===== config.mk =====
export PLATFORM = sky130hd
export DESIGN_NAME = rx_alarm_irq
export DESIGN_NICKNAME = d
export VERILOG_FILES = /design/src/verilog/rx_alarm_irq_pkg.sv /design/src/verilog/level_sync.sv /design/src/verilog/sticky_flag.sv /design/src/verilog/rx_alarm_irq.sv
export SDC_FILE = /design/constraint.sdc
export NUM_CORES = 1
export LEC_CHECK = 0
export BUFFER_PORTS_ARGS = -buffer_cell sky130_fd_sc_hd__buf_4
export CAP_MARGIN = 25
export CORE_MARGIN = 5
export CORE_UTILIZATION = 50
export CTS_CLUSTER_DIAMETER = 50
export CTS_CLUSTER_SIZE = 14
export DETAILED_ROUTE_END_ITERATION = 8
export PLACE_DENSITY = 0.79
export REMOVE_ABC_BUFFERS = 1
export SYNTH_ARGS = -nofsm -noshare
export SYNTH_HDL_FRONTEND = slang
export SYNTH_SLANG_ARGS = --single-unit

===== constraint.sdc =====
create_clock -name i_clock -period 4.2 [get_ports i_clock]
set_input_delay 1.26 -clock i_clock [delete_from_list [all_inputs] [get_ports i_clock]]
set_output_delay 1.26 -clock i_clock [all_outputs]
set_load 0.005 [all_outputs]

===== src/verilog/rx_alarm_irq_pkg.sv =====
// Register map, field positions and reset values of the receive alarm interrupt block
package rx_alarm_irq_pkg;
	localparam int ADDR_W = 8;
	localparam int DATA_W = 8;
	// ----------------------------------------
	// Register offsets
	// ----------------------------------------
	localparam logic [7:0] OFS_LOOPBACK_STATUS = 8'h0a;
	localparam logic [7:0] OFS_LOOPBACK_ENABLE = 8'h0b;
	localparam logic [7:0] OFS_EXCESS_ZERO_STATUS = 8'h0f;
	localparam logic [7:0] OFS_EXCESS_ZERO_ENABLE = 8'h11;
	localparam logic [7:0] OFS_LAPD1_STATUS = 8'h11 + 8'h02;
	localparam logic [7:0] OFS_LAPD1_ENABLE = 8'h14;
	// ----------------------------------------
	// Field positions
	// ----------------------------------------
	localparam int BIT_ACT_STATE = 3;
	localparam int BIT_DEACT_STATE = 2;
	localparam int BIT_ACT = 1;
	localparam int BIT_DEACT = 0;
	localparam int BIT_EXZ = 0;
	localparam int BIT_LAPD1 = 0;
	// ----------------------------------------
	// Reset values
	// ----------------------------------------
	localparam logic RESET_FLAG = 1'b0;
	localparam logic RESET_ENABLE = 1'b0;
	localparam logic [7:0] READ_ZERO = 8'h00;
endpackage


===== src/verilog/level_sync.sv =====
// Three-stage synchroniser with second/third agreement filter
`timescale 1ns/1ps
module level_sync (
	// Clock and reset
	input wire logic i_clock,
	input wire logic i_rst_n,
	input wire logic i_enable,
	// Raw level and filtered result
	input wire logic i_level,
	output logic o_level
);
	typedef struct packed {
		logic meta;
		logic s2;
		logic s3;
		logic out;
	} state_type;
	state_type state;
	state_type next_state;

	always_comb begin
		next_state = state;
		next_state.meta = i_level;
		next_state.s2 = state.meta;
		next_state.s3 = state.s2;
		// A change counts only once two late stages agree
		if (state.s2 == state.s3) begin
			next_state.out = state.s3;
		end
	end

	always_ff @(posedge i_clock) begin
		if (!i_rst_n) begin
			state <= '0;
		end else if (i_enable) begin
			state <= next_state;
		end
	end

	assign o_level = state.out;
endmodule


===== src/verilog/sticky_flag.sv =====
// One sticky interrupt flag: set wins over clear-on-read
`timescale 1ns/1ps
module sticky_flag (
	// Clock and reset
	input wire logic i_clock,
	input wire logic i_rst_n,
	input wire logic i_enable,
	// Event and clear
	input wire logic i_set,
	input wire logic i_clear,
	output logic o_flag
);
	typedef struct packed {
		logic flag;
	} state_type;
	state_type state;
	state_type next_state;

	always_comb begin
		next_state = state;
		if (i_set) begin
			next_state.flag = 1'b1;
		end else if (i_clear) begin
			next_state.flag = 1'b0;
		end
	end

	always_ff @(posedge i_clock) begin
		if (!i_rst_n) begin
			state.flag <= rx_alarm_irq_pkg::RESET_FLAG;
		end else if (i_enable) begin
			state <= next_state;
		end
	end

	assign o_flag = state.flag;
endmodule


===== src/verilog/rx_alarm_irq.sv =====
// Receive alarm interrupt status and enable registers with interrupt output
// What this block does
// - Activation-code change interrupt gated by enable bit 1
// - Deactivation-code change interrupt gated by enable bit 0
// - Excess-zero flag sets on condition start and end
// - Excess-zero flag reads, then clears to zero
// - Excess-zero enable bit 0, reset zero
// - Long LAPD message sets clear-on-read flag
// - Long-message enable bit 0, reset zero
`timescale 1ns/1ps
module rx_alarm_irq (
	// Clock, reset, clock enable
	input wire logic i_clock,
	input wire logic i_rst_n,
	input wire logic i_enable,
	// Register port
	input wire logic [rx_alarm_irq_pkg::ADDR_W-1:0] i_addr,
	input wire logic [rx_alarm_irq_pkg::DATA_W-1:0] i_wdata,
	input wire logic i_write,
	input wire logic i_read,
	output logic [rx_alarm_irq_pkg::DATA_W-1:0] o_rdata,
	// Detector levels and events from the receive framer (pins)
	input wire logic i_activation_code_detect,
	input wire logic i_deactivation_code_detect,
	input wire logic i_excess_zero_detect,
	input wire logic i_lapd1_long_message,
	// Interrupt
	output logic o_irq
);
	// ----------------------------------------
	// State
	// ----------------------------------------
	typedef struct packed {
		logic act_prev;
		logic deact_prev;
		logic exz_prev;
		logic lapd_prev;
		logic primed;
		logic activation_code_change_irq_en;
		logic deactivation_code_change_irq_en;
		logic excess_zero_change_irq_en;
		logic lapd1_long_message_irq_en;
		logic [rx_alarm_irq_pkg::DATA_W-1:0] rdata;
	} state_type;
	state_type state;
	state_type next_state;

	logic act_lvl;
	logic deact_lvl;
	logic exz_lvl;
	logic lapd_lvl;
	logic act_flag;
	logic deact_flag;
	logic excess_zero_change_flag;
	logic lapd1_long_message_flag;
	logic act_set;
	logic deact_set;
	logic exz_set;
	logic lapd_set;
	logic clr_loopback;
	logic clr_exz;
	logic clr_lapd;

	// ----------------------------------------
	// Input synchronisers
	// ----------------------------------------
	level_sync u_sync_act (
		.i_clock(i_clock),
		.i_rst_n(i_rst_n),
		.i_enable(i_enable),
		.i_level(i_activation_code_detect),
		.o_level(act_lvl)
	);
	level_sync u_sync_deact (
		.i_clock(i_clock),
		.i_rst_n(i_rst_n),
		.i_enable(i_enable),
		.i_level(i_deactivation_code_detect),
		.o_level(deact_lvl)
	);
	level_sync u_sync_exz (
		.i_clock(i_clock),
		.i_rst_n(i_rst_n),
		.i_enable(i_enable),
		.i_level(i_excess_zero_detect),
		.o_level(exz_lvl)
	);
	level_sync u_sync_lapd (
		.i_clock(i_clock),
		.i_rst_n(i_rst_n),
		.i_enable(i_enable),
		.i_level(i_lapd1_long_message),
		.o_level(lapd_lvl)
	);

	// ----------------------------------------
	// Event detection
	// ----------------------------------------
	// Priming skips the first compare so reset levels raise no false change
	assign act_set = state.primed && (act_lvl != state.act_prev);
	assign deact_set = state.primed && (deact_lvl != state.deact_prev);
	assign exz_set = state.primed && (exz_lvl != state.exz_prev);
	// Long-message indication is a level; its rising edge is one message
	assign lapd_set = state.primed && lapd_lvl && !state.lapd_prev;

	assign clr_loopback = i_read && (i_addr == rx_alarm_irq_pkg::OFS_LOOPBACK_STATUS);
	assign clr_exz = i_read && (i_addr == rx_alarm_irq_pkg::OFS_EXCESS_ZERO_STATUS);
	assign clr_lapd = i_read && (i_addr == rx_alarm_irq_pkg::OFS_LAPD1_STATUS);

	// ----------------------------------------
	// Sticky flags
	// ----------------------------------------
	sticky_flag u_flag_act (
		.i_clock(i_clock),
		.i_rst_n(i_rst_n),
		.i_enable(i_enable),
		.i_set(act_set),
		.i_clear(clr_loopback),
		.o_flag(act_flag)
	);
	sticky_flag u_flag_deact (
		.i_clock(i_clock),
		.i_rst_n(i_rst_n),
		.i_enable(i_enable),
		.i_set(deact_set),
		.i_clear(clr_loopback),
		.o_flag(deact_flag)
	);
	sticky_flag u_flag_exz (
		.i_clock(i_clock),
		.i_rst_n(i_rst_n),
		.i_enable(i_enable),
		.i_set(exz_set),
		.i_clear(clr_exz),
		.o_flag(excess_zero_change_flag)
	);
	sticky_flag u_flag_lapd (
		.i_clock(i_clock),
		.i_rst_n(i_rst_n),
		.i_enable(i_enable),
		.i_set(lapd_set),
		.i_clear(clr_lapd),
		.o_flag(lapd1_long_message_flag)
	);

	// ----------------------------------------
	// Register access
	// ----------------------------------------
	always_comb begin
		next_state = state;
		next_state.act_prev = act_lvl;
		next_state.deact_prev = deact_lvl;
		next_state.exz_prev = exz_lvl;
		next_state.lapd_prev = lapd_lvl;
		next_state.primed = 1'b1;
		if (i_write) begin
			case (i_addr)
				rx_alarm_irq_pkg::OFS_LOOPBACK_ENABLE: begin
					next_state.activation_code_change_irq_en =
						i_wdata[rx_alarm_irq_pkg::BIT_ACT];
					next_state.deactivation_code_change_irq_en =
						i_wdata[rx_alarm_irq_pkg::BIT_DEACT];
				end
				rx_alarm_irq_pkg::OFS_EXCESS_ZERO_ENABLE: begin
					next_state.excess_zero_change_irq_en =
						i_wdata[rx_alarm_irq_pkg::BIT_EXZ];
				end
				rx_alarm_irq_pkg::OFS_LAPD1_ENABLE: begin
					next_state.lapd1_long_message_irq_en =
						i_wdata[rx_alarm_irq_pkg::BIT_LAPD1];
				end
				default: begin
				end
			endcase
		end
		// Reserved bits and unmapped offsets read zero
		next_state.rdata = rx_alarm_irq_pkg::READ_ZERO;
		if (i_read) begin
			case (i_addr)
				rx_alarm_irq_pkg::OFS_LOOPBACK_STATUS: begin
					next_state.rdata[rx_alarm_irq_pkg::BIT_ACT_STATE] = act_lvl;
					next_state.rdata[rx_alarm_irq_pkg::BIT_DEACT_STATE] = deact_lvl;
					next_state.rdata[rx_alarm_irq_pkg::BIT_ACT] = act_flag;
					next_state.rdata[rx_alarm_irq_pkg::BIT_DEACT] = deact_flag;
				end
				rx_alarm_irq_pkg::OFS_LOOPBACK_ENABLE: begin
					next_state.rdata[rx_alarm_irq_pkg::BIT_ACT] =
						state.activation_code_change_irq_en;
					next_state.rdata[rx_alarm_irq_pkg::BIT_DEACT] =
						state.deactivation_code_change_irq_en;
				end
				rx_alarm_irq_pkg::OFS_EXCESS_ZERO_STATUS: begin
					next_state.rdata[rx_alarm_irq_pkg::BIT_EXZ] =
						excess_zero_change_flag;
				end
				rx_alarm_irq_pkg::OFS_EXCESS_ZERO_ENABLE: begin
					next_state.rdata[rx_alarm_irq_pkg::BIT_EXZ] =
						state.excess_zero_change_irq_en;
				end
				rx_alarm_irq_pkg::OFS_LAPD1_STATUS: begin
					next_state.rdata[rx_alarm_irq_pkg::BIT_LAPD1] = lapd1_long_message_flag;
				end
				rx_alarm_irq_pkg::OFS_LAPD1_ENABLE: begin
					next_state.rdata[rx_alarm_irq_pkg::BIT_LAPD1] =
						state.lapd1_long_message_irq_en;
				end
				default: begin
				end
			endcase
		end
	end

	always_ff @(posedge i_clock) begin
		if (!i_rst_n) begin
			state <= '0;
			state.activation_code_change_irq_en <= rx_alarm_irq_pkg::RESET_ENABLE;
			state.deactivation_code_change_irq_en <= rx_alarm_irq_pkg::RESET_ENABLE;
			state.excess_zero_change_irq_en <= rx_alarm_irq_pkg::RESET_ENABLE;
			state.lapd1_long_message_irq_en <= rx_alarm_irq_pkg::RESET_ENABLE;
		end else if (i_enable) begin
			state <= next_state;
		end
	end

	// ----------------------------------------
	// Outputs
	// ----------------------------------------
	assign o_rdata = state.rdata;
	// Level output straight from flag and enable flip-flops
	assign o_irq = (act_flag && state.activation_code_change_irq_en)
		|| (deact_flag && state.deactivation_code_change_irq_en)
		|| (excess_zero_change_flag && state.excess_zero_change_irq_en)
		|| (lapd1_long_message_flag && state.lapd1_long_message_irq_en);
endmodule


* Word level (Yosys, flattened, before mapping) *
Cells that the tools add are included.

operators by class
  reductions and logical operators = 31
  multiplexer cells = 11
  equal/unequal tests = 13

operator list
  kind                                                 count
  equality test 8 x 4 -> 1 bit, second input constant  3
  equality test 8 x 5 -> 1 bit, second input constant  3
  AND reduction 2 bit                                  8
  logical AND 1 bit                                    12
  AND reduction 3 bit                                  3
  nonzero test 2 bit                                   4
  two-way mux 1 bit                                    7
  one-hot mux 1 bit (6 select lines)                   1
  equality test 1 bit                                  4
  two-way mux 4 bit                                    1
  logical OR 1 bit                                     3
  inequality test 1 bit                                3
  two-way mux 2 bit                                    1
  one-hot mux 1 bit (2 select lines)                   1
  zero test 1 bit                                      1

word-level totals
  bits in registers = 33
  logic and storage cells = 85
  input bits = 25

* Longest topological paths before layout *
  depth in word-level cells = 4
  depth in mapped cells = 5
  mapped depth without buffers = 4

* Hierarchy *
A second synthesis with hierarchy kept.

unflattened totals
  cell total of the unflattened synthesis = 172
  area total of the unflattened synthesis = 1,625.3 sq um

modules (own cells, without submodules)
  module        cells each  instances  area each (sq um)
  rx_alarm_irq  88          1          779.5
  level_sync    17          4          172.7
  sticky_flag   4           4          38.8

* Least setup slack after synthesis *
OpenSTA, ideal clock, no wires.

  path type = input -> register
  from = input port i_enable
  to = register u_flag_act.state (netlist: u_flag_act.o_flag)
  stages on the path = 5
  path buffers = 1
  data arrival time = 2.281 ns
  slack = 1.802 ns
  data required time = 4.083 ns
  cells stage by stage = buf_4 nor4b_4 nand4_2 nand2b_1 a32o_1

between the ends
  word-level cells in the longest chain between the ends = 1

RTL lines
  what                           line                source
  start: declaration             rx_alarm_irq.sv:15  input wire logic i_enable,
  AND reduction 2 bit (no line)  n/a
  end signal: assignment         sticky_flag.sv:32   state <= next_state;
  end: declaration               sticky_flag.sv:16   state_type state;

No other way between the ends.
A chain may end at the register's enable or synchronous reset.

* Final worst setup path *
Same ends and word-level chain as after synthesis.

==> results.md <==
* Status: complete, no violations
* Cell Pwr Density at 305 nW/um^2
* Leakage at 0.756 nW
* Total grt overflow at 0
* Sequential cell area at 661 sq um
* CP max FO at 28
* Peak per-stage delay on the critical path at 0.39 ns
* Psw at 0.000127 W
* Cell area after synthesis at 1560 sq um
* First-pass GRT wire length at 4880 um
* Clock-pin slew on the worst setup and hold paths at 0.09 ns
* FF+latch count, synth at 33
* Die Y at 65.9 um
* Hold Crit Class: flip-flop to flip-flop
* TNS Setup at 0 ns
* Setup-violating endpoint count in the final report at 0
* Antenna fix cells at 0
* Worst setup EP type: flip-flop
* I/O pins at 34
* Sw Share at 23.7%
* Register area share after synthesis at 42.2%
* Synth warnings at 0
* Peak Freq at 0.399 GHz
* PortBufs at 23
* Overall routing resource usage at 14.9%
* Post-Syn Area per Cell at 9.78 sq um
* Power share of the clock group at 31.2%
* Reg2Reg Depth at 3
* Peak supply drop at 0.222 mV
* Area occupied by multi-input gates at 808 sq um
* Hold depth at 2
* Clk Latency, worst-skew pair at 0.33 ns
* Post-CTS setup buffers at 0
* Initial Utilization at 51.7%
* Post-route clock period utilization at 59.6%
* Die footprint at 4350 sq um
* RSZ-0062 raised after global routing: false
* Clk buf depth at 2
* TritonRoute pass-1 iters at 5
* Final net count at 202
* CP top delay family: simple AND/OR/NAND/NOR gates
* Data required time of the worst path at 4.42 ns
* Max Cap Violations at 0
* Antenna Nets Post-Route at 0
* CP Class: primary input to flip-flop
* GR peak layer: met2
* Met1 Usage GRT at 15.7%
* CTS tree: built
* Fraction of layout cells with a size suffix above 1 at 18.0%
* Mapped Cells at 160
* CP Buf/Inv Count at 1
* Placer Congestion at 0.805
* Pre-CTS WS at 1.35 ns
* Power share of the combinational group at 8.9%
* GR Util met3 at 5.95%
* 1st-iter DRT viols at 121
* Core Area at 3030 sq um
* Int Power at 0.000408 W
* Row count at 20
* CTS sink cnt at 33
* CP max stage cell: nor4b_4
* DRC Markers at 0
* Final hold violations at 0
* Num CTS Buffers at 5
* Largest net degree at the start of global routing at 36
* Fillers at 273
* Initial antenna violation count at 0
* CTS Root Cell: clkbuf_4
* Crit path DAT at 2.73 ns
* Sequential share of power at 59.9%
* Via-to-Cell Ratio at 5.24
* CP Depth at 5
* Depth of the CTS H-tree at 2
* Final WL at 2910 um
* Placed cell area at 1700 sq um
* DIE WIDTH at 65.9 um
* Clock Skew at 0.00649 ns
* Vias post-DR at 1164
* CP Launch Type: primary input
* Library cells used by synthesis at 36
* Final instance area at 1750 sq um
* WL/cell at 13.1 um
* Hold slack at 0.485 ns
* Vias in the first global route at 1156
* Setup ws final at 1.70 ns
* Met2 usage at 25.7%
* Hold buffer count at cts at 0
* Cell breakdown of the critical path: buf_4 > nor4b_4 > nand4_2 > nand2b_1 > a32o_1
* DPL Wire Length at 2030 um
* Resize count post-CTS at 0
* Area Growth Syn to Fin at 12.1%
* Slew Limit Fails at 0
* Min Tclk post-route at 2.50 ns
## state kept, by name (all words and copies together), names as in the netlist, 2 cells and up
register / cells
o_rdata: 4
state: 9
u_sync_deact.next_state: 2
u_sync_act.next_state: 2
u_sync_lapd.next_state: 2
u_sync_exz.next_state: 2
## power groups by stage
stage | Clock, W | Combinational (W) | Sequential [W]
floorplan | 0 | 0.0000191 | 0.000327
global placement | 0 | 0.0000459 | 0.000328
detailed placement | 0 | 0.0000478 | 0.000328
CTS | 0.000173 | 0.0000480 | 0.000321
global route | 0.000189 | 0.0000522 | 0.000322
finish | 0.000167 | 0.0000478 | 0.000321
## final timing paths
path | from | end | slack [ns]
worst min-delay path | state[8] | state[8] | 0.48
worst max-delay path | i_enable | u_flag_act.o_flag | 1.70
worst max register to register | state[8] | o_rdata[0] | 2.92
worst min register to register | state[8] | state[8] | 0.48
## layer usage
| metal | wire (um) | part of all wire, % | vias up |
|---|---|---|---|
| li1 | - | - | 579 |
| met1 | 1220 | 42 | 544 |
| met2 | 1400 | 48 | 35 |
| met3 | 229 | 7.9 | 6 |
| met4 | 57 | 2.0 | 0 |
| met5 | 0 | 0 | - |
## final cells by class
class / count / share of cell area, %
clock buffer: 8 / 2.78
inverter: 2 / 0.428
multi-input combinational: 112 / 46.1
sequential: 33 / 37.7
tap: 44 / 3.14
timing repair buffer: 23 / 9.85
## worst register-to-register path, delay by kind of cell (launching register included)
kind | cells | cell delay [ns]
and+or+nand+nor | 1 | 0.45
AOI/OAI and AO/OA | 2 | 0.44
DFF | 1 | 0.35
## cell families (layout without fill, tap and decap cells)
logic type                Yosys count  count (layout)  share of synthesized area (%)
and+or+nand+nor                    55              55                           21.7
DFF                                33              33                           42.2
AOI/OAI and AO/OA                  28              28                           13.2
muxes                              22              22                           14.2
buffers and inverters              18              33                           6.80
xor gates and xnor gates            3               3                           1.68
other                               1               4                          0.240
## stage by stage
stage          utilization [%]  power (W)  std cells
3_5_place_dp              56.3   0.000376        214
3_3_place_gp              56.3   0.000373        214
4_1_cts                   57.9   0.000541        222
6_report                  57.9   0.000535        222
5_1_grt                   57.9   0.000563        222
2_1_floorplan                -   0.000346        147
## synth_stat cells
cell       n  area (sq um)
a211oi_1   1          7.51
nand4b_1   1          8.76
and2_1     1          6.26
nor2b_1   21           131
o31ai_1    1          7.51
o32ai_1    1          8.76
or3b_2     1          8.76
nand2_1   15          56.3
a21o_1     5          37.5
nand3_1    1          5.00
mux2i_1   21           210
clkbuf_1   3          11.3
nor4b_4    1          23.8
and3b_1    1          8.76
nor2_1     1          3.75
nand4_1    1          6.26
nand2b_1   5          31.3
a222oi_1   1          10.0
mux2_2     1          11.3
o211ai_1   1          7.51
a22oi_1    2          15.0
a21oi_1    1          5.00
buf_4      9          67.6
conb_1     1          3.75
nand4_2    1          12.5
nor4_1     2          12.5
dfxtp_1   33           661
xor2_1     3          26.3
o21a_1     4          30.0
and3_1     1          6.26
a21boi_0   5          37.5
o21ai_0    4          20.0
inv_1      2          7.51
nor4b_1    2          17.5
a32o_1     2          20.0
buf_2      4          20.0
## placed cells by master, fill, tap and decap left out, types with 2 or more instances in the layout
cell type / count
dfxtp_1: 33
buf_4: 23
nor2b_1: 21
mux2i_1: 21
nand2_1: 15
nand2b_1: 5
a21boi_0: 5
a21o_1: 5
clkbuf_4: 5
o21a_1: 4
o21ai_0: 4
conb_1: 4
xor2_1: 3
clkbuf_1: 3
a22oi_1: 2
nor4_1: 2
a32o_1: 2
inv_1: 2
nor4b_1: 2
Power figures use the tool's default switching activity.
